$ cat config.mk
export PLATFORM = sky130hd
export DESIGN_NAME = serial_host_clock_address_ctl
export DESIGN_NICKNAME = d
export VERILOG_FILES = /design/src/rtl/shc_pkg.sv /design/src/rtl/serial_host_clock_address_ctl.sv
export SDC_FILE = /design/constraint.sdc
export NUM_CORES = 1
export LEC_CHECK = 0
export BUFFER_PORTS_ARGS = -buffer_cell sky130_fd_sc_hd__clkbuf_2
export CORE_MARGIN = 2
export CORE_UTILIZATION = 37
export CTS_BUF_LIST = sky130_fd_sc_hd__clkbuf_4 sky130_fd_sc_hd__clkbuf_8 sky130_fd_sc_hd__clkbuf_16
export DETAILED_ROUTE_END_ITERATION = 10
export GPL_ROUTABILITY_DRIVEN = 0
export SKIP_LAST_GASP = 1
export SLEW_MARGIN = 20
export SYNTH_ARGS = -nofsm -noshare
export SYNTH_HDL_FRONTEND = slang
export SYNTH_SLANG_ARGS = --single-unit
$ cat constraint.sdc
create_clock -name ref_clk_i -period 4.09 [get_ports ref_clk_i]
set_input_delay 0.6135 -clock ref_clk_i [delete_from_list [all_inputs] [get_ports ref_clk_i]]
set_output_delay 0.6135 -clock ref_clk_i [all_outputs]
set_load 0.03 [all_outputs]
$ cat src/rtl/shc_pkg.sv
package shc_pkg;

  // register indices on the core-side register port
  localparam logic [1:0] REG_SAR = 2'h0;
  localparam logic [1:0] REG_CKR = 2'h1;
  localparam logic [1:0] REG_CSR = 2'h2;
  localparam logic [1:0] REG_TXH = 2'h3;

  // slave address register fields
  localparam int SAR_UPPER_LSB = 20;
  localparam int SAR_BIT1_POS = 18;
  localparam logic [3:0] SAR_UPPER_RST = 4'hb;
  localparam logic SAR_BIT1_RST = 1'b0;

  // clock control fields
  localparam int CKR_PHASE_POS = 0;
  localparam int CKR_POL_POS = 1;
  localparam int CKR_BYP_POS = 2;
  localparam int CKR_DIV_LSB = 3;
  localparam int CKR_FM_LSB = 12;
  localparam logic [23:0] CKR_RST = 24'h000001;
  localparam logic [23:0] CKR_MASK = 24'h0037ff;

  // control/status fields
  localparam int CSR_EN_POS = 0;
  localparam int CSR_I2C_POS = 1;
  localparam int CSR_FRZ_POS = 4;
  localparam int CSR_MST_POS = 6;
  localparam int CSR_TDE_POS = 17;
  localparam int CSR_BUSY_POS = 22;
  localparam logic [23:0] CSR_CTRL_MASK = 24'h00007f;

  localparam int PRESCALE_DIV = 8;
  localparam int CLK_MHZ = 125;
  localparam int NARROW_NS = 50;
  localparam int WIDE_NS = 100;
  // longest removed spike, rounded up to whole cycles
  localparam int NARROW_CYC = (NARROW_NS * CLK_MHZ + 999) / 1000;
  localparam int WIDE_CYC = (WIDE_NS * CLK_MHZ + 999) / 1000;

  typedef enum logic [1:0] {
    FM_BYPASS = 2'b00,
    FM_RSVD = 2'b01,
    FM_NARROW = 2'b10,
    FM_WIDE = 2'b11
  } filt_mode_e;

  typedef struct packed {
    logic [1:0] fm;
    logic [7:0] div;
    logic byp;
    logic pol;
    logic pha;
  } clk_cfg_s;

  typedef enum logic [1:0] {
    ST_IDLE = 2'b00,
    ST_SHIFT = 2'b01,
    ST_DONE = 2'b10
  } shift_state_e;

endpackage

$ cat src/rtl/serial_host_clock_address_ctl.sv
`timescale 1ns/1ps
// Operation
// address from five stored bits plus straps
// compare full address on each start
// reset address upper 1011, bit1 clear
// software edits clock control only while disabled
// bypass with zero divider is illegal
// reset clears clock control, phase set
// master idle clock level follows polarity
// phase and polarity only in spi
// phase zero slave: select toggles per word
// phase zero slave loads only when deselected
// phase one loads when shifter empty
// phase one slave: select may stay asserted
// phase zero master loads now, flags late
// bypass bit skips divide-by-eight prescaler
// slave ignores divider except i2c freeze
// divider ratio one to 256
// filter mode: bypass, reserved, narrow, wide
// narrow removes 50ns, wide 100ns spikes
// filters on clock and selected data input
// wait ten spike widths before enabling
// status read-only, reset by individual reset
// reserved clock control bits read zero
// enable clear resets port one cycle later
// i2c slave freeze holds clock low
// master clock from prescaler then divider
module serial_host_clock_address_ctl #(
  parameter int WORD_W = 24
) (
  input wire logic ref_clk_i,
  input wire logic rst_n_i,
  input wire logic sw_rst_i,
  input wire logic stop_i,
  input wire logic reg_wr_i,
  input wire logic reg_rd_i,
  input wire logic [1:0] reg_addr_i,
  input wire logic [23:0] reg_wdata_i,
  output logic [23:0] reg_rdata_o,
  input wire logic strap_addr_bit0_i,
  input wire logic strap_addr_bit2_i,
  input wire logic addr_valid_i,
  input wire logic [6:0] addr_rx_i,
  output logic addr_match_o,
  input wire logic rx_full_i,
  input wire logic sck_i,
  output logic sck_o,
  output logic sck_oe_n_o,
  input wire logic ss_n_i,
  input wire logic sda_i,
  input wire logic miso_i,
  input wire logic mosi_i,
  output logic sck_filt_o,
  output logic data_filt_o,
  output logic sdo_o,
  output logic sdo_oe_n_o,
  input wire logic word_done_i,
  output logic shift_load_o,
  output logic [WORD_W-1:0] shift_word_o,
  input wire logic shift_ready_i,
  output logic busy_o
);

  logic [3:0] addr_upper_q;
  logic addr_bit1_q;
  logic [23:0] ckr_q;
  logic [6:0] ctrl_q;
  shc_pkg::clk_cfg_s cfg;
  logic en_q;
  logic port_rst;
  logic hard_rst;
  logic tde_q;
  logic [WORD_W-1:0] buf_q [2];
  logic [1:0] buf_cnt_q;
  logic buf_wp_q;
  logic buf_rp_q;
  logic shift_full_q;
  logic [WORD_W-1:0] shift_q;
  logic load_ok;
  logic load;
  logic busy_q;
  logic [2:0] pre_cnt_q;
  logic [7:0] div_cnt_q;
  logic tick;
  logic clk_run;
  logic sck_q;
  logic freeze_hold;
  logic [6:0] full_addr;
  logic sck_f_q;
  logic dat_f_q;
  logic [3:0] sck_cnt_q;
  logic [3:0] dat_cnt_q;
  logic data_raw;
  logic [3:0] filt_len;

  assign hard_rst = !rst_n_i || sw_rst_i;
  // bit 11 is reserved and has no place in the struct
  assign cfg = shc_pkg::clk_cfg_s'({ckr_q[13:12], ckr_q[10:0]});
  // individual reset follows the enable bit one cycle late
  assign port_rst = hard_rst || !en_q || stop_i;

  function automatic logic [3:0] filt_cycles(input logic [1:0] fm);
    case (fm)
      shc_pkg::FM_NARROW: filt_cycles = 4'(shc_pkg::NARROW_CYC);
      shc_pkg::FM_WIDE: filt_cycles = 4'(shc_pkg::WIDE_CYC);
      default: filt_cycles = 4'h0;
    endcase
  endfunction

  // slave address register
  always_ff @(posedge ref_clk_i) begin
    if (hard_rst) begin
      addr_upper_q <= shc_pkg::SAR_UPPER_RST;
      addr_bit1_q <= shc_pkg::SAR_BIT1_RST;
    end else if (reg_wr_i && reg_addr_i == shc_pkg::REG_SAR) begin
      addr_upper_q <= reg_wdata_i[shc_pkg::SAR_UPPER_LSB +: 4];
      addr_bit1_q <= reg_wdata_i[shc_pkg::SAR_BIT1_POS];
    end
  end

  assign full_addr = {addr_upper_q, strap_addr_bit2_i, addr_bit1_q,
                      strap_addr_bit0_i};

  always_ff @(posedge ref_clk_i) begin
    if (port_rst) begin
      addr_match_o <= 1'b0;
    end else begin
      addr_match_o <= addr_valid_i && addr_rx_i == full_addr;
    end
  end

  // clock control: untouched by stop, only written while disabled
  always_ff @(posedge ref_clk_i) begin
    if (hard_rst) begin
      ckr_q <= shc_pkg::CKR_RST;
    end else if (reg_wr_i && reg_addr_i == shc_pkg::REG_CKR && !en_q) begin
      ckr_q <= reg_wdata_i & shc_pkg::CKR_MASK;
    end
  end

  always_ff @(posedge ref_clk_i) begin
    if (hard_rst) begin
      ctrl_q <= 7'h00;
    end else if (reg_wr_i && reg_addr_i == shc_pkg::REG_CSR) begin
      ctrl_q <= reg_wdata_i[6:0];
    end
  end

  always_ff @(posedge ref_clk_i) begin
    if (hard_rst) begin
      en_q <= 1'b0;
    end else begin
      en_q <= ctrl_q[shc_pkg::CSR_EN_POS];
    end
  end

  always_comb begin
    case (reg_addr_i)
      shc_pkg::REG_SAR: reg_rdata_o = {addr_upper_q, 1'b0, addr_bit1_q,
                                       18'h00000};
      shc_pkg::REG_CKR: reg_rdata_o = ckr_q;
      shc_pkg::REG_CSR: reg_rdata_o = {1'b0, busy_q, 4'h0, tde_q, 10'h000,
                                       ctrl_q};
      default: reg_rdata_o = 24'h000000;
    endcase
    if (!reg_rd_i) reg_rdata_o = 24'h000000;
  end

  // two-entry transmit holding buffer
  logic wr_ok;
  logic wr_fire;
  assign wr_ok = buf_cnt_q != 2'd2;
  assign wr_fire = reg_wr_i && reg_addr_i == shc_pkg::REG_TXH && wr_ok &&
                   !port_rst;

  always_comb begin
    if (!ctrl_q[shc_pkg::CSR_I2C_POS] && !cfg.pha) begin
      if (ctrl_q[shc_pkg::CSR_MST_POS]) load_ok = !shift_full_q;
      else load_ok = ss_n_i && !shift_full_q;
    end else begin
      load_ok = !shift_full_q;
    end
  end
  assign load = load_ok && buf_cnt_q != 2'd0 && shift_ready_i;

  always_ff @(posedge ref_clk_i) begin
    if (port_rst) begin
      buf_cnt_q <= 2'd0;
      buf_wp_q <= 1'b0;
      buf_rp_q <= 1'b0;
    end else begin
      if (wr_fire) buf_wp_q <= !buf_wp_q;
      if (load) buf_rp_q <= !buf_rp_q;
      buf_cnt_q <= buf_cnt_q + 2'(wr_fire) - 2'(load);
    end
  end

  always_ff @(posedge ref_clk_i) begin
    if (wr_fire) buf_q[buf_wp_q] <= reg_wdata_i[WORD_W-1:0];
  end

  always_ff @(posedge ref_clk_i) begin
    if (port_rst) begin
      shift_full_q <= 1'b0;
      shift_q <= '0;
    end else if (load) begin
      shift_full_q <= 1'b1;
      shift_q <= buf_q[buf_rp_q];
    end else if (word_done_i) begin
      shift_full_q <= 1'b0;
    end
  end
  assign shift_load_o = load;
  assign shift_word_o = shift_q;

  // transmit-empty: set when a load empties the buffer, except phase-zero master sets at word end
  logic mst0;
  assign mst0 = !ctrl_q[shc_pkg::CSR_I2C_POS] && !cfg.pha &&
                ctrl_q[shc_pkg::CSR_MST_POS];
  always_ff @(posedge ref_clk_i) begin
    if (port_rst) begin
      tde_q <= 1'b1;
    end else if (mst0 ? (word_done_i && buf_cnt_q == 2'd0)
                      : (load && buf_cnt_q == 2'd1 && !wr_fire)) begin
      tde_q <= 1'b1;
    end else if (wr_fire) begin
      tde_q <= 1'b0;
    end
  end

  always_ff @(posedge ref_clk_i) begin
    if (port_rst) busy_q <= 1'b0;
    else busy_q <= shift_full_q || buf_cnt_q != 2'd0;
  end
  assign busy_o = busy_q;

  // clock generator
  assign clk_run = !port_rst && (ctrl_q[shc_pkg::CSR_MST_POS] ||
                   (ctrl_q[shc_pkg::CSR_I2C_POS] &&
                    ctrl_q[shc_pkg::CSR_FRZ_POS]));
  logic pre_tick;
  assign pre_tick = cfg.byp ||
                    pre_cnt_q == 3'(shc_pkg::PRESCALE_DIV - 1);
  assign tick = clk_run && pre_tick && div_cnt_q == cfg.div;

  always_ff @(posedge ref_clk_i) begin
    if (!clk_run) begin
      pre_cnt_q <= 3'h0;
      div_cnt_q <= 8'h00;
    end else begin
      pre_cnt_q <= cfg.byp ? 3'h0 : pre_cnt_q + 3'h1;
      if (pre_tick) div_cnt_q <= tick ? 8'h00 : div_cnt_q + 8'h01;
    end
  end

  always_ff @(posedge ref_clk_i) begin
    if (port_rst) begin
      sck_q <= 1'b0;
    end else if (!ctrl_q[shc_pkg::CSR_I2C_POS] && !shift_full_q) begin
      sck_q <= cfg.pol;
    end else if (tick) begin
      sck_q <= !sck_q;
    end
  end

  assign freeze_hold = ctrl_q[shc_pkg::CSR_I2C_POS] &&
                       ctrl_q[shc_pkg::CSR_FRZ_POS] &&
                       !ctrl_q[shc_pkg::CSR_MST_POS] &&
                       (buf_cnt_q == 2'd0 || rx_full_i);
  assign sck_o = freeze_hold ? 1'b0 : sck_q;
  assign sck_oe_n_o = port_rst || !(ctrl_q[shc_pkg::CSR_MST_POS] ||
                                    freeze_hold);
  assign sdo_o = shift_q[WORD_W-1];
  assign sdo_oe_n_o = port_rst || !shift_full_q;

  // spike filters
  assign filt_len = filt_cycles(cfg.fm);
  always_comb begin
    if (ctrl_q[shc_pkg::CSR_I2C_POS]) data_raw = sda_i;
    else if (ctrl_q[shc_pkg::CSR_MST_POS]) data_raw = miso_i;
    else data_raw = mosi_i;
  end

  always_ff @(posedge ref_clk_i) begin
    if (port_rst) begin
      sck_f_q <= 1'b0;
      sck_cnt_q <= 4'h0;
    end else if (filt_len == 4'h0 || sck_i == sck_f_q) begin
      sck_f_q <= sck_i;
      sck_cnt_q <= 4'h0;
    end else if (sck_cnt_q == filt_len) begin
      sck_f_q <= sck_i;
      sck_cnt_q <= 4'h0;
    end else begin
      sck_cnt_q <= sck_cnt_q + 4'h1;
    end
  end

  always_ff @(posedge ref_clk_i) begin
    if (port_rst) begin
      dat_f_q <= 1'b0;
      dat_cnt_q <= 4'h0;
    end else if (filt_len == 4'h0 || data_raw == dat_f_q) begin
      dat_f_q <= data_raw;
      dat_cnt_q <= 4'h0;
    end else if (dat_cnt_q == filt_len) begin
      dat_f_q <= data_raw;
      dat_cnt_q <= 4'h0;
    end else begin
      dat_cnt_q <= dat_cnt_q + 4'h1;
    end
  end
  assign sck_filt_o = sck_f_q;
  assign data_filt_o = dat_f_q;

  chk_addr_reset: assert property (@(posedge ref_clk_i)
    hard_rst |=> addr_upper_q == 4'hb && !addr_bit1_q)
    else $error("address not reset");
  chk_ckr_reset: assert property (@(posedge ref_clk_i)
    hard_rst |=> ckr_q == 24'h000001)
    else $error("clock control not reset");
  chk_ckr_locked: assert property (@(posedge ref_clk_i)
    disable iff (hard_rst) en_q |=> $stable(ckr_q))
    else $error("clock control changed while enabled");
  chk_match_addr: assert property (@(posedge ref_clk_i)
    disable iff (port_rst) addr_valid_i && addr_rx_i == full_addr
    |=> addr_match_o) else $error("address match missed");
  chk_idle_pol: assert property (@(posedge ref_clk_i)
    disable iff (port_rst) !ctrl_q[1] && !shift_full_q && !freeze_hold
    |=> sck_o == $past(cfg.pol)) else $error("idle clock level wrong");
  chk_ss_load: assert property (@(posedge ref_clk_i)
    disable iff (port_rst) !ctrl_q[1] && !cfg.pha && !ctrl_q[6] && load
    |-> ss_n_i) else $error("load while selected");
  chk_reserved_zero: assert property (@(posedge ref_clk_i)
    disable iff (hard_rst)
    (ckr_q & ~24'h0037ff) == 24'h000000) else $error("reserved bit set");
  chk_enable_delay: assert property (@(posedge ref_clk_i)
    disable iff (hard_rst) $fell(ctrl_q[0]) |=> !en_q)
    else $error("individual reset late");
  chk_freeze_low: assert property (@(posedge ref_clk_i)
    freeze_hold && !port_rst |-> !sck_o && !sck_oe_n_o)
    else $error("freeze not holding clock");

endmodule // serial_host_clock_address_ctl

== After elaboration in Yosys (flattened, before gate mapping) ==
Memories as Yosys holds them, arrays and structs flattened. A register that Yosys moved wholly into a read port is not among the register bits.
Cells that the tools add are included.
Operators by class
  reduce and logical (&&, ||, !) cells: 59
  eq/ne operators: 14
  add/sub/neg operators: 6
  bitwise logic cells: 1
  multiplexer cells: 20
Operators by type and width (number)
  $pmux W24 S3: 1
  $mux W24: 1
  $logic_and A1 B1 Y1: 23
  $mux W1: 16
  $logic_not A1 Y1: 12
  $logic_or A1 B1 Y1: 12
  $reduce_bool A2 Y1: 5
  $add A4 B1 Y4 const B: 2
  $add A8 B1 Y8 const B: 1
  $eq A2 B2 Y1 const B: 4
  $eq A4 B4 Y1: 2
  $eq A8 B8 Y1: 1
  $mux W8: 1
  $pmux W4 S2: 1
  $eq A7 B7 Y1: 1
  $reduce_or A3 Y1: 2
  $eq A2 B1 Y1 const B: 2
  $logic_not A2 Y1: 2
  $logic_not A4 Y1: 1
  $reduce_or A2 Y1: 2
  $add A3 B1 Y3 const B: 1
  $eq A3 B3 Y1 const B: 1
  $add A2 B1 Y2: 1
  $eq A1 B1 Y1: 2
  3 further kinds: 3
Word-level totals
  output and inout bits: 57
  bits in registers: 56
  memories kept: 1
  logic and storage cells: 120
  bits in writable memories: 48
Memory list
  buf_q: words 2, width 24, rd ports 1, clocked after memory_dff 1, wr ports 1, line serial_host_clock_address_ctl.sv:73  | logic [WORD_W-1:0] buf_q [2];

== Longest topological paths before layout ==
Gate-level depths: netlist (run 1).
  depth in word-level cells: 10
  gate-level depth with buffers: 10
  mapped depth without buffers: 9

== Worst setup path after synthesis (run 1) ==
Ideal clock, no wire load.
  kind: in2reg
  start point: input stop_i
  end point: memory buf_q[0][0] (enable)
  buffers on the path: 1
  cell stages on the path: 5
  setup time: 405 ps
  data required time: 3685 ps
  data arrival time: 2358 ps
  slack: 1327 ps
  path through: nand4bb_1 > clkbuf_1 > nor3_2 > inv_1 > nor2_1
Between the ends
  cells in the longest elaborated chain, start to end: 5
Ends and longest elaborated chain
  from (decl): line serial_host_clock_address_ctl.sv:34  | input wire logic stop_i,
  $logic_or A1 B1 Y1: line serial_host_clock_address_ctl.sv:100  | assign port_rst = hard_rst || !en_q || stop_i;
  $logic_not A1 Y1: line serial_host_clock_address_ctl.sv:174  | !port_rst;
  $logic_and A1 B1 Y1: line serial_host_clock_address_ctl.sv:173  | assign wr_fire = reg_wr_i && reg_addr_i == shc_pkg::REG_TXH && wr_ok &&
  $mux W1: line serial_host_clock_address_ctl.sv:199  | if (wr_fire) buf_q[buf_wp_q] <= reg_wdata_i[WORD_W-1:0];
  $mux W1 (implied by the code): line serial_host_clock_address_ctl.sv:199
  to (decl): line serial_host_clock_address_ctl.sv:73
No other way between the ends.

== Worst setup path in the final report (run 1) ==
  start point: input sw_rst_i
  end point: output sdo_oe_n_o
Between the ends
  cells in the longest elaborated chain, start to end: 4
Ends and longest elaborated chain
  from (decl): line serial_host_clock_address_ctl.sv:33  | input wire logic sw_rst_i,
  $logic_or A1 B1 Y1: line serial_host_clock_address_ctl.sv:96  | assign hard_rst = !rst_n_i || sw_rst_i;
  $logic_or A1 B1 Y1 (2 in a row): line serial_host_clock_address_ctl.sv:100
  $logic_or A1 B1 Y1: line serial_host_clock_address_ctl.sv:274  | assign sdo_oe_n_o = port_rst || !shift_full_q;
  to (decl): line serial_host_clock_address_ctl.sv:56  | output logic sdo_oe_n_o,
No other way between the ends.

==> results of run 1 <==
state kept, by name, indices dropped and copies added (netlist names), 2 cells and up:
signal and count:
addr_upper_q 4, ckr_q 13, buf_cnt_q 2, div_cnt_q 8, sck_cnt_q 4, pre_cnt_q 3
ctrl_q 7, shift_word_o 24, dat_cnt_q 4, buf_q 48
cell usage after synthesis (all sizes together), types with 4 or more instances:
library cell,count,share of area [%]
nand4,7,0.81
buf,20,2.7
nand2,46,3.2
a22oi,7,0.97
nand3,14,1.3
xnor2,20,3.2
edfxtp,48,27
nor2b,12,1.4
a211oi,25,5.6
xor2,11,1.8
inv,7,0.49
ha,7,1.6
mux2i,32,5.9
and3,8,0.93
nor3b,4,0.74
nor2,54,3.7
dfxtp,80,30
a21oi,23,2.1
clkbuf,11,0.76
and2,9,1.0
path summary, 6_finish.rpt:
path | endpoint | cells past startpoint | startpoint | slack (ns)
max | sdo_oe_n_o | 5 | sw_rst_i | 1.14
max reg2reg | buf_cnt_q[1] | 9 | ctrl_q[1] | 1.84
min | buf_q[0][11] | 1 | reg_wdata_i[11] | 0.39
min reg2reg | pre_cnt_q[0] | 1 | pre_cnt_q[0] | 0.45
routing by layer:
layer	vias to the layer above	GRT usage [%]	part of all wire, %
met5	-	0	0
met4	0	7.25	2.5
met1	1902	21.0	44
met2	109	27.6	48
met3	24	4.42	4.8
li1	1894	-	-
worst max-delay path, delay by kind of cell:
| kind | cells | cell delay (ns) |
|---|---|---|
| buffers and inverters | 2 | 0.30 |
| and+or+nand+nor | 3 | 1.41 |
report_power, final:
group	switching (mW)	internal [mW]
Clock	0.516	0.944
Combinational	0.0601	0.0366
Sequential	0.00462	1.33
cell type report:
type,instances,area (um2),area share (%)
clock buffers,24,484,7.32
clock inverters,8,88.8,1.34
inverters,7,26.3,0.397
multi-input cells,318,2170,32.9
flip-flops and latches,128,3040,46.0
well taps,184,230,3.48
repair buffers,109,566,8.55
per-stage QoR:
| step | utilization (%) | std cells | cell area [um2] |
|---|---|---|---|
| 3_5_place_dp | 41.9 | 746 | 6040 |
| 4_1_cts | 45.8 | 778 | 6610 |
| 3_3_place_gp | 41.9 | 746 | 6040 |
| 2_1_floorplan | - | 484 | 5420 |
| 6_report | 45.8 | 778 | 6610 |
| 5_1_grt | 45.8 | 778 | 6610 |
cell families after synthesis:
| logic type | Yosys count |
|---|---|
| xor gates and xnor gates | 31 |
| AOI/OAI and AO/OA | 70 |
| DFF | 128 |
| and+or+nand+nor | 173 |
| adders and majority gates | 7 |
| other | 1 |
| buffers and inverters | 38 |
| muxes | 32 |
==> results by group, run 1 <==
Logic synthesis
  • Synth Area in Adders: 1.62%
  • #FFs+latches synth: ~130
  • Synth Area in Compound Gates: approximately 11%
  • Syn Inst Count: 480
  • Sequential area share after synthesis: ~56%
  • Syn Area/Cell: 11.3 um2
  • Asr flop ratio synth: 0%
  • Mux contribution to synthesized area: 5.92%
  • Mapped cell area: about 5400 um2
  • Synth Area in XOR/XNOR: ~5%
  • Syn. warnings: 0
  • Post-synth top flop: dfxtp_1
  • Number of synthesized flops with an enable pin: 48
  • Area share of and/or/nand/nor cells after synthesis: 16.1%
  • Synth cell types: 49
  • Main combinational cell family by area after synthesis: simple AND/OR/NAND/NOR gates

Setup path
  • CP peak stage delay: 0.78 ns
  • Critical path startpoint category: input port
  • Worst path cell trace: clkbuf_2 > nand2b_1 > nor3b_2 > nand2_1 > clkbuf_2
  • Slowest stage cell, crit path: nor3b_2
  • CP Data Required Time: around 3.5 ns
  • CP Class: input port to output pin
  • Crit path DAT: roughly 2.3 ns
  • Worst Setup End Kind: output pin
  • Crit Path Max Fanout: 22
  • Most frequent CP cell: clkbuf_2

Status
  • Status: finished clean

Run
  • MaxCap Viol Count: 0

Floorplanning
  • Die area: between 15000 and 20000 um2
  • Core footprint: 14400 um2
  • Die H: 125 um
  • Starting density of the core: approximately 37%
  • Rows: 44
  • IO Count: 107
  • Die Wd: roughly 120 um

Final layout
  • Fill count: ~1.4k
  • ANT cells: 0
  • P&R area growth vs syn: 22.3%
  • Most frequent cells in the layout: clkbuf_2, dfxtp_1, nor2_1
  • Most common cell after layout, fill and taps aside: clkbuf_2
  • Nets: ~640
  • Layout cells sized above 1: 29.1%

Power
  • Power Density: 436 nW/um2
  • P_leak: between 2 and 2.5 nW
  • Pwr Total: 2.89 mW
  • Peak supply drop: ~0.00027 V

Timing
  • Final worst path period share: slightly above 70%
  • Slew of the pin with the lowest slew margin: ~0.83 ns
  • Min Tclk post-route: approximately 3 ns
  • Fin Clk Skew: a little under 0.007 ns
  • Fmax: around 0.34 GHz
  • Max Slew Vio Count: 0
  • Slew HR: around 45%
  • RSZ-0062 raised after global routing: no
  • Min setup slack post-route: ~1.1 ns
  • Final setup vio count: 0
  • Hold Vio Cnt, Final: 0
  • Setup_tns: 0 ns
  • Hold Slack: ~0.39 ns

Clocking
  • Clock Tree Buf Depth: 2
  • Resize count post-CTS: 0
  • CTS sink cnt: between 100 and 150
  • Root Buffer Master: clkbuf_16
  • Worst skew pair latency: 0.42 ns
  • Hold Buf Count CTS: 0
  • Clock-pin slew on the worst setup and hold paths: 0.05 ns
  • CTS tree: yes
  • Post-CTS setup buffers: 0
  • H-Tree Depth: 4
  • CTS buffer count: 17

Routing
  • DR iter-0 viols: between 200 and 250
  • Wire per inst: ~17 um
  • Router iterations before antenna repair: 4
  • Wirelength, routed: around 13 mm
  • Post-route DRC: 0
  • Vias: between 3k and 4k
  • Via-to-Cell Ratio: ~5.1
  • Detail Route Antenna Nets: 0

Place
  • Setup WS pre-CTS: 1.08 ns
  • I/O Buffers: roughly 100
  • DP HPWL: 9.09 mm

Global route
  • GRT overflow: 0
  • Initial antenna violation count: 0
  • All-layer global routing usage: about 17%
  • Global-route wire length before repair: 20.4 mm
  • Largest net degree at the start of global routing: 36
  • Vias in the first global route: about 3.9k

Hold path
  • Hold Crit Class: input port to flop
Note: power is estimated with default switching activity, not from simulation.
==> inputs of run 2 (changes only) <==
- clock period: 4.09 -> 2.7 ns (I/O delays scaled with it)
==> results by group, run 2 (same netlist as run 1, synthesis figures left out) <==
Power
  • Peak supply drop: 0.000405 V (+52%)
  • Pwr Total: 4.34 mW (+51%)
  • P_leak: 2.43 nW (-0.30%)
  • Power Density: 654 nW/um2 (+50%)

Setup path
  • Slowest stage cell, crit path: dfxtp_1
  • Worst path cell trace: nor4_2 > nor4b_4 > buf_6 > clkbuf_2
  • CP peak stage delay: 0.57 ns (-0.21 ns)
  • CP Class: flop to output pin
  • Critical path startpoint category: flop
  • Crit path DAT: 2.08 ns (-0.25 ns)
  • CP Data Required Time: 2.30 ns (-1.18 ns)
  • CP bufs+invs: 2 (unchanged)
  • CP delay by family, top: buffers and inverters
  • Crit Path Max Fanout: 52 (+140%)
  • Worst Setup End Kind: output pin

Routing
  • Via-to-Cell Ratio: 4.89 (-3.2%)
  • Vias: 3814 (-2.9%)
  • Detail Route Antenna Nets: 0 (unchanged)
  • Router iterations before antenna repair: 5 (+1)
  • Wirelength, routed: 12.3 mm (-4.7%)
  • Post-route DRC: 0 (unchanged)
  • Wire per inst: 15.7 um (-4.9%)
  • DR iter-0 viols: 184 (-26%)

Timing
  • Hold Slack: 0.191 ns (-0.203 ns)
  • Fin Clk Skew: 0.00521 ns (-0.00152 ns)
  • Slew of the pin with the lowest slew margin: 0.591 ns (-0.238 ns)
  • Max Slew Vio Count: 0 (unchanged)
  • RSZ-0062 raised after global routing: no
  • Final setup vio count: 0 (unchanged)
  • Fmax: 0.403 GHz
  • Setup_tns: 0 ns (unchanged)
  • Min setup slack post-route: 0.217 ns (-0.928 ns)
  • Min Tclk post-route: roughly 2.5 ns
  • Slew HR: 60.4% (+16 points)
  • Hold Vio Cnt, Final: 0 (unchanged)
  • Final worst path period share: 92.0%

Final layout
  • P&R area growth vs syn: 22.8%
  • Max FFs per register: 48 (unchanged)
  • ANT cells: 0 (unchanged)
  • Most frequent cells in the layout: clkbuf_2, dfxtp_1, nor2_1
  • Post-layout util: 46.0% (+0.20 points)
  • Nets: 640 (+0.31%)
  • Most flops, register: buf_q
  • Final Instance Area: 6640 um2 (+0.44%)
  • Most common cell after layout, fill and taps aside: clkbuf_2
  • Post-route insts no fill: 780 (+0.26%)
  • Layout cells sized above 1: 28.9% (-0.27 points)

Clocking
  • Post-CTS setup buffers: 0 (unchanged)
  • CTS tree: yes
  • Resize count post-CTS: 0 (unchanged)
  • Root Buffer Master: clkbuf_16
  • H-Tree Depth: 4 (unchanged)
  • Clock Tree Buf Depth: 2 (unchanged)
  • CTS buffer count: 17 (unchanged)
  • CTS sink cnt: 128 (unchanged)
  • Worst skew pair latency: 0.41 ns (about the same)
  • Clock-pin slew on the worst setup and hold paths: 0.05 ns (about the same)
  • Hold Buf Count CTS: 0 (unchanged)

Global route
  • All-layer global routing usage: 16.3% (-0.54 points)
  • GRT overflow: 0 (unchanged)
  • Initial antenna violation count: 0 (unchanged)
  • Largest net degree at the start of global routing: 53 (+47%)
  • Vias in the first global route: 3845 (-1.1%)
  • Global-route wire length before repair: 19.8 mm (-2.7%)

Place
  • Cell count after placement: 748 (+0.27%)
  • DP HPWL: 8.73 mm (-3.9%)
  • Setup WS pre-CTS: 0.466 ns (-0.612 ns)
  • Dpl cell area: 6070 um2 (+0.46%)
  • I/O Buffers: 101 (unchanged)

Floorplanning
  • Die H: 125 um (unchanged)
  • Die Wd: 125 um (unchanged)
  • Die area: 15600 um2 (unchanged)
  • Core footprint: 14400 um2 (unchanged)
  • IO Count: 107 (unchanged)
  • Starting density of the core: 37.5% (unchanged)
  • Rows: 44 (unchanged)

Run
  • MaxCap Viol Count: 0 (unchanged)

Status
  • Status: finished clean

Hold path
  • Hold Crit Class: input port to flop
==> run 2: cell count changes in the layout (fill, tap and decap cells not counted) <==
cell / before / now
clkinvlp_4: 0 / 3
buf_6: 0 / 1
clkinv_1: 1 / 4
buf_12: 0 / 1
clkinv_2: 5 / 2
clkbuf_4: 6 / 2
inv_6: 0 / 1
==> run 2: path summary, 6_finish.rpt <==
| kind | startpoint | endpoint | slack, ns | depth (start not counted) |
|---|---|---|---|---|
| hold / removal | reg_wdata_i[17] | buf_q[0][17] | 0.19 | 1 |
| hold reg to reg | pre_cnt_q[0] | pre_cnt_q[0] | 0.44 | 1 |
| setup / recovery | ctrl_q[1] | shift_load_o | 0.22 | 4 |
| setup reg to reg | en_q | buf_cnt_q[1] | 0.73 | 9 |
==> run 2: power by group <==
part	total (mW)	leakage [nW]	switching [mW]	internal (mW)
combinational	0.152	1.08	0.0949	0.0566
sequential	2.01	1.08	0.00600	2.01
clock	2.18	0.273	0.793	1.39
==> run 2: final cells by class <==
class | instances | area (um2)
inverter | 7 | 26.3
timing repair buffer | 111 | 597
multi-input combinational | 318 | 2170
clock inverter | 12 | 116
fill | 1335 | 7780
tap | 184 | 230
clock buffer | 20 | 454
sequential | 128 | 3040
==> run 2: worst reg2reg max path, stage by stage, from the launching register on <==
cell,delay (ns)
dfxtp_1,0.37
nand4bb_2,0.16
nor3_2,0.33
inv_1,0.12
ha_1,0.29
inv_1,0.04
ha_1,0.18
xnor2_1,0.17
xnor2_1,0.14
nor2_1,0.06
==> run 2: metal layers <==
| layer | global-route usage [%] | wire length [um] | vias up |
|---|---|---|---|
| met2 | 26.8 | 5900 | 75 |
| li1 | - | - | 1897 |
| met5 | 0 | 0 | - |
| met3 | 4.85 | 490 | 14 |
| met4 | 6.27 | 195 | 0 |
| met1 | 20.2 | 5700 | 1828 |
==> inputs of run 3 (changes only) <==
- PLACE_DENSITY: default -> 0.71
==> results by group, run 3 (same netlist as run 1, synthesis figures left out) <==
Power
  • P_leak: 2.44 nW (+0.40%)
  • Peak supply drop: 0.000444 V (+9.6%)
  • Power Density: 681 nW/um2 (+4.2%)

Clocking
  • CTS buffer count: 17 (unchanged)
  • Post-CTS setup buffers: 0 (unchanged)
  • Worst skew pair latency: 0.42 ns (about the same)
  • Clock Tree Buf Depth: 2 (unchanged)
  • Root Buffer Master: clkbuf_16
  • Hold Buf Count CTS: 0 (unchanged)
  • CTS tree: yes
  • H-Tree Depth: 4 (unchanged)
  • Resize count post-CTS: 0 (unchanged)
  • CTS sink cnt: 128 (unchanged)
  • Clock-pin slew on the worst setup and hold paths: 0.05 ns (about the same)

Routing
  • Wirelength, routed: 12.3 mm (+0.36%)
  • Post-route DRC: 0 (unchanged)
  • Wire per inst: 15.8 um (+0.62%)
  • DR iter-0 viols: 228 (+24%)
  • Router iterations before antenna repair: 4 (-1)
  • Vias: 3855 (+1.1%)
  • Detail Route Antenna Nets: 0 (unchanged)
  • Via-to-Cell Ratio: 4.96 (+1.3%)

Global route
  • GRT overflow: 0 (unchanged)
  • Initial antenna violation count: 0 (unchanged)
  • Vias in the first global route: 3906 (+1.6%)
  • Largest net degree at the start of global routing: 36 (-32%)
  • Global-route wire length before repair: 19.7 mm (-0.87%)
  • All-layer global routing usage: 16.2% (-0.086 points)

Final layout
  • P&R area growth vs syn: 23.3%
  • Footprint of the multi-input gates: 2170 um2 (unchanged)
  • Most flops, register: buf_q
  • Nets: 639 (-0.16%)
  • Layout cells sized above 1: 29.5% (+0.60 points)
  • Most frequent cells in the layout: clkbuf_2, dfxtp_1, nor2_1
  • Most common cell after layout, fill and taps aside: clkbuf_2
  • ANT cells: 0 (unchanged)
  • Max FFs per register: 48 (unchanged)
  • Post-route insts no fill: 778 (-0.26%)
  • Fill count: 1351 (+1.2%)
  • FF/Latch Area: 3040 um2 (about the same)

Setup path
  • CP Class: flop to output pin
  • Worst Setup End Kind: output pin
  • CP peak stage delay: 0.58 ns (about the same)
  • CP Launch Point: ctrl_q[1]
  • Slowest stage cell, crit path: dfxtp_1
  • CP Data Required Time: 2.30 ns (about the same)
  • Worst path cell trace: nor4_2 > nor4b_4 > buf_4 > clkbuf_2
  • Reg2Reg Launch Point: ctrl_q[1]
  • Critical path startpoint category: flop
  • Crit Path Max Fanout: 19 (-63%)
  • Crit path DAT: 1.95 ns (-0.13 ns)

Floorplanning
  • Core footprint: 14400 um2 (unchanged)
  • IO Count: 107 (unchanged)
  • Rows: 44 (unchanged)
  • Die Wd: 125 um (unchanged)
  • Die area: 15600 um2 (unchanged)
  • Die H: 125 um (unchanged)
  • Starting density of the core: 37.5% (unchanged)

Status
  • Status: finished clean

Place
  • Setup WS pre-CTS: 0.452 ns (-0.0139 ns)
  • I/O Buffers: 101 (unchanged)
  • DP HPWL: 8.74 mm (+0.11%)
  • Cell count after placement: 747 (-0.13%)

Timing
  • Max Slew Vio Count: 0 (unchanged)
  • Final setup vio count: 0 (unchanged)
  • Slew HR: 46.4% (-14 points)
  • Slew of the pin with the lowest slew margin: 0.804 ns (+0.214 ns)
  • Fin Clk Skew: 0.00850 ns (+0.00329 ns)
  • Final worst path period share: 87.2% (-4.8 points)
  • Min Tclk post-route: 2.35 ns (-0.130 ns)
  • Setup_tns: 0 ns (unchanged)
  • Min setup slack post-route: 0.346 ns (+0.130 ns)
  • Fmax: 0.425 GHz (+5.5%)
  • Hold Vio Cnt, Final: 0 (unchanged)
  • Hold Slack: 0.184 ns (-0.00745 ns)
  • RSZ-0062 raised after global routing: no

Run
  • MaxCap Viol Count: 0 (unchanged)

Hold path
  • Worst Min Path Start: reg_wdata_i[14]
  • Hold Crit Class: input port to flop
run 3: cell types whose count changed in the layout (fill, tap and decap cells not counted), moves of 2 or more:
cell       previous run  this run
bufinv_16             2         4
clkbuf_4              2         0
clkinv_1              4         0
clkinv_4              0         2
run 3: critical path, delay by kind of cell (launching register included):
family                 cells  cell delay [ns]
DFF                        1             0.58
buffers and inverters      2             0.56
and+or+nand+nor            2             0.39
run 3: final timing paths:
kind	depth (start not counted)	endpoint	slack [ns]
max	4	shift_load_o	0.35
min	1	buf_q[0][14]	0.18
max reg2reg	6	shift_word_o[15]	0.59
min reg2reg	1	pre_cnt_q[0]	0.45
run 3: final cells by class:
class                   instances  share of cell area (%)
flip-flops and latches        128                    45.7
clock inverters                14                    2.87
clock buffers                  17                    6.38
inverters                       7                   0.394
well taps                     184                    3.45
repair buffers                110                    8.60
multi-input cells             318                    32.6
run 3: stage by stage:
stage | utilization, % | cell area [um2] | total power, mW
after floorplan | - | 5420 | 2.13
after global placement | 41.9 | 6050 | 2.20
after detailed placement | 41.9 | 6050 | 2.20
after CTS | 46.2 | 6670 | 4.58
after global routing | 46.2 | 6670 | 4.67
final | 46.2 | 6670 | 4.54
run 3: where the power goes:
group,switching [mW],internal (mW)
sequential,0.00638,2.01
combinational,0.0925,0.0564
clock,0.844,1.54
total,0.943,3.60
run 3: routing by layer:
layer | up-vias | share of wire, % | track usage [%]
li1 | 1897 | - | -
met1 | 1826 | 43 | 19.1
met2 | 114 | 50 | 27.3
met3 | 18 | 4.9 | 4.47
met4 | 0 | 1.7 | 7.78
met5 | - | 0 | 0
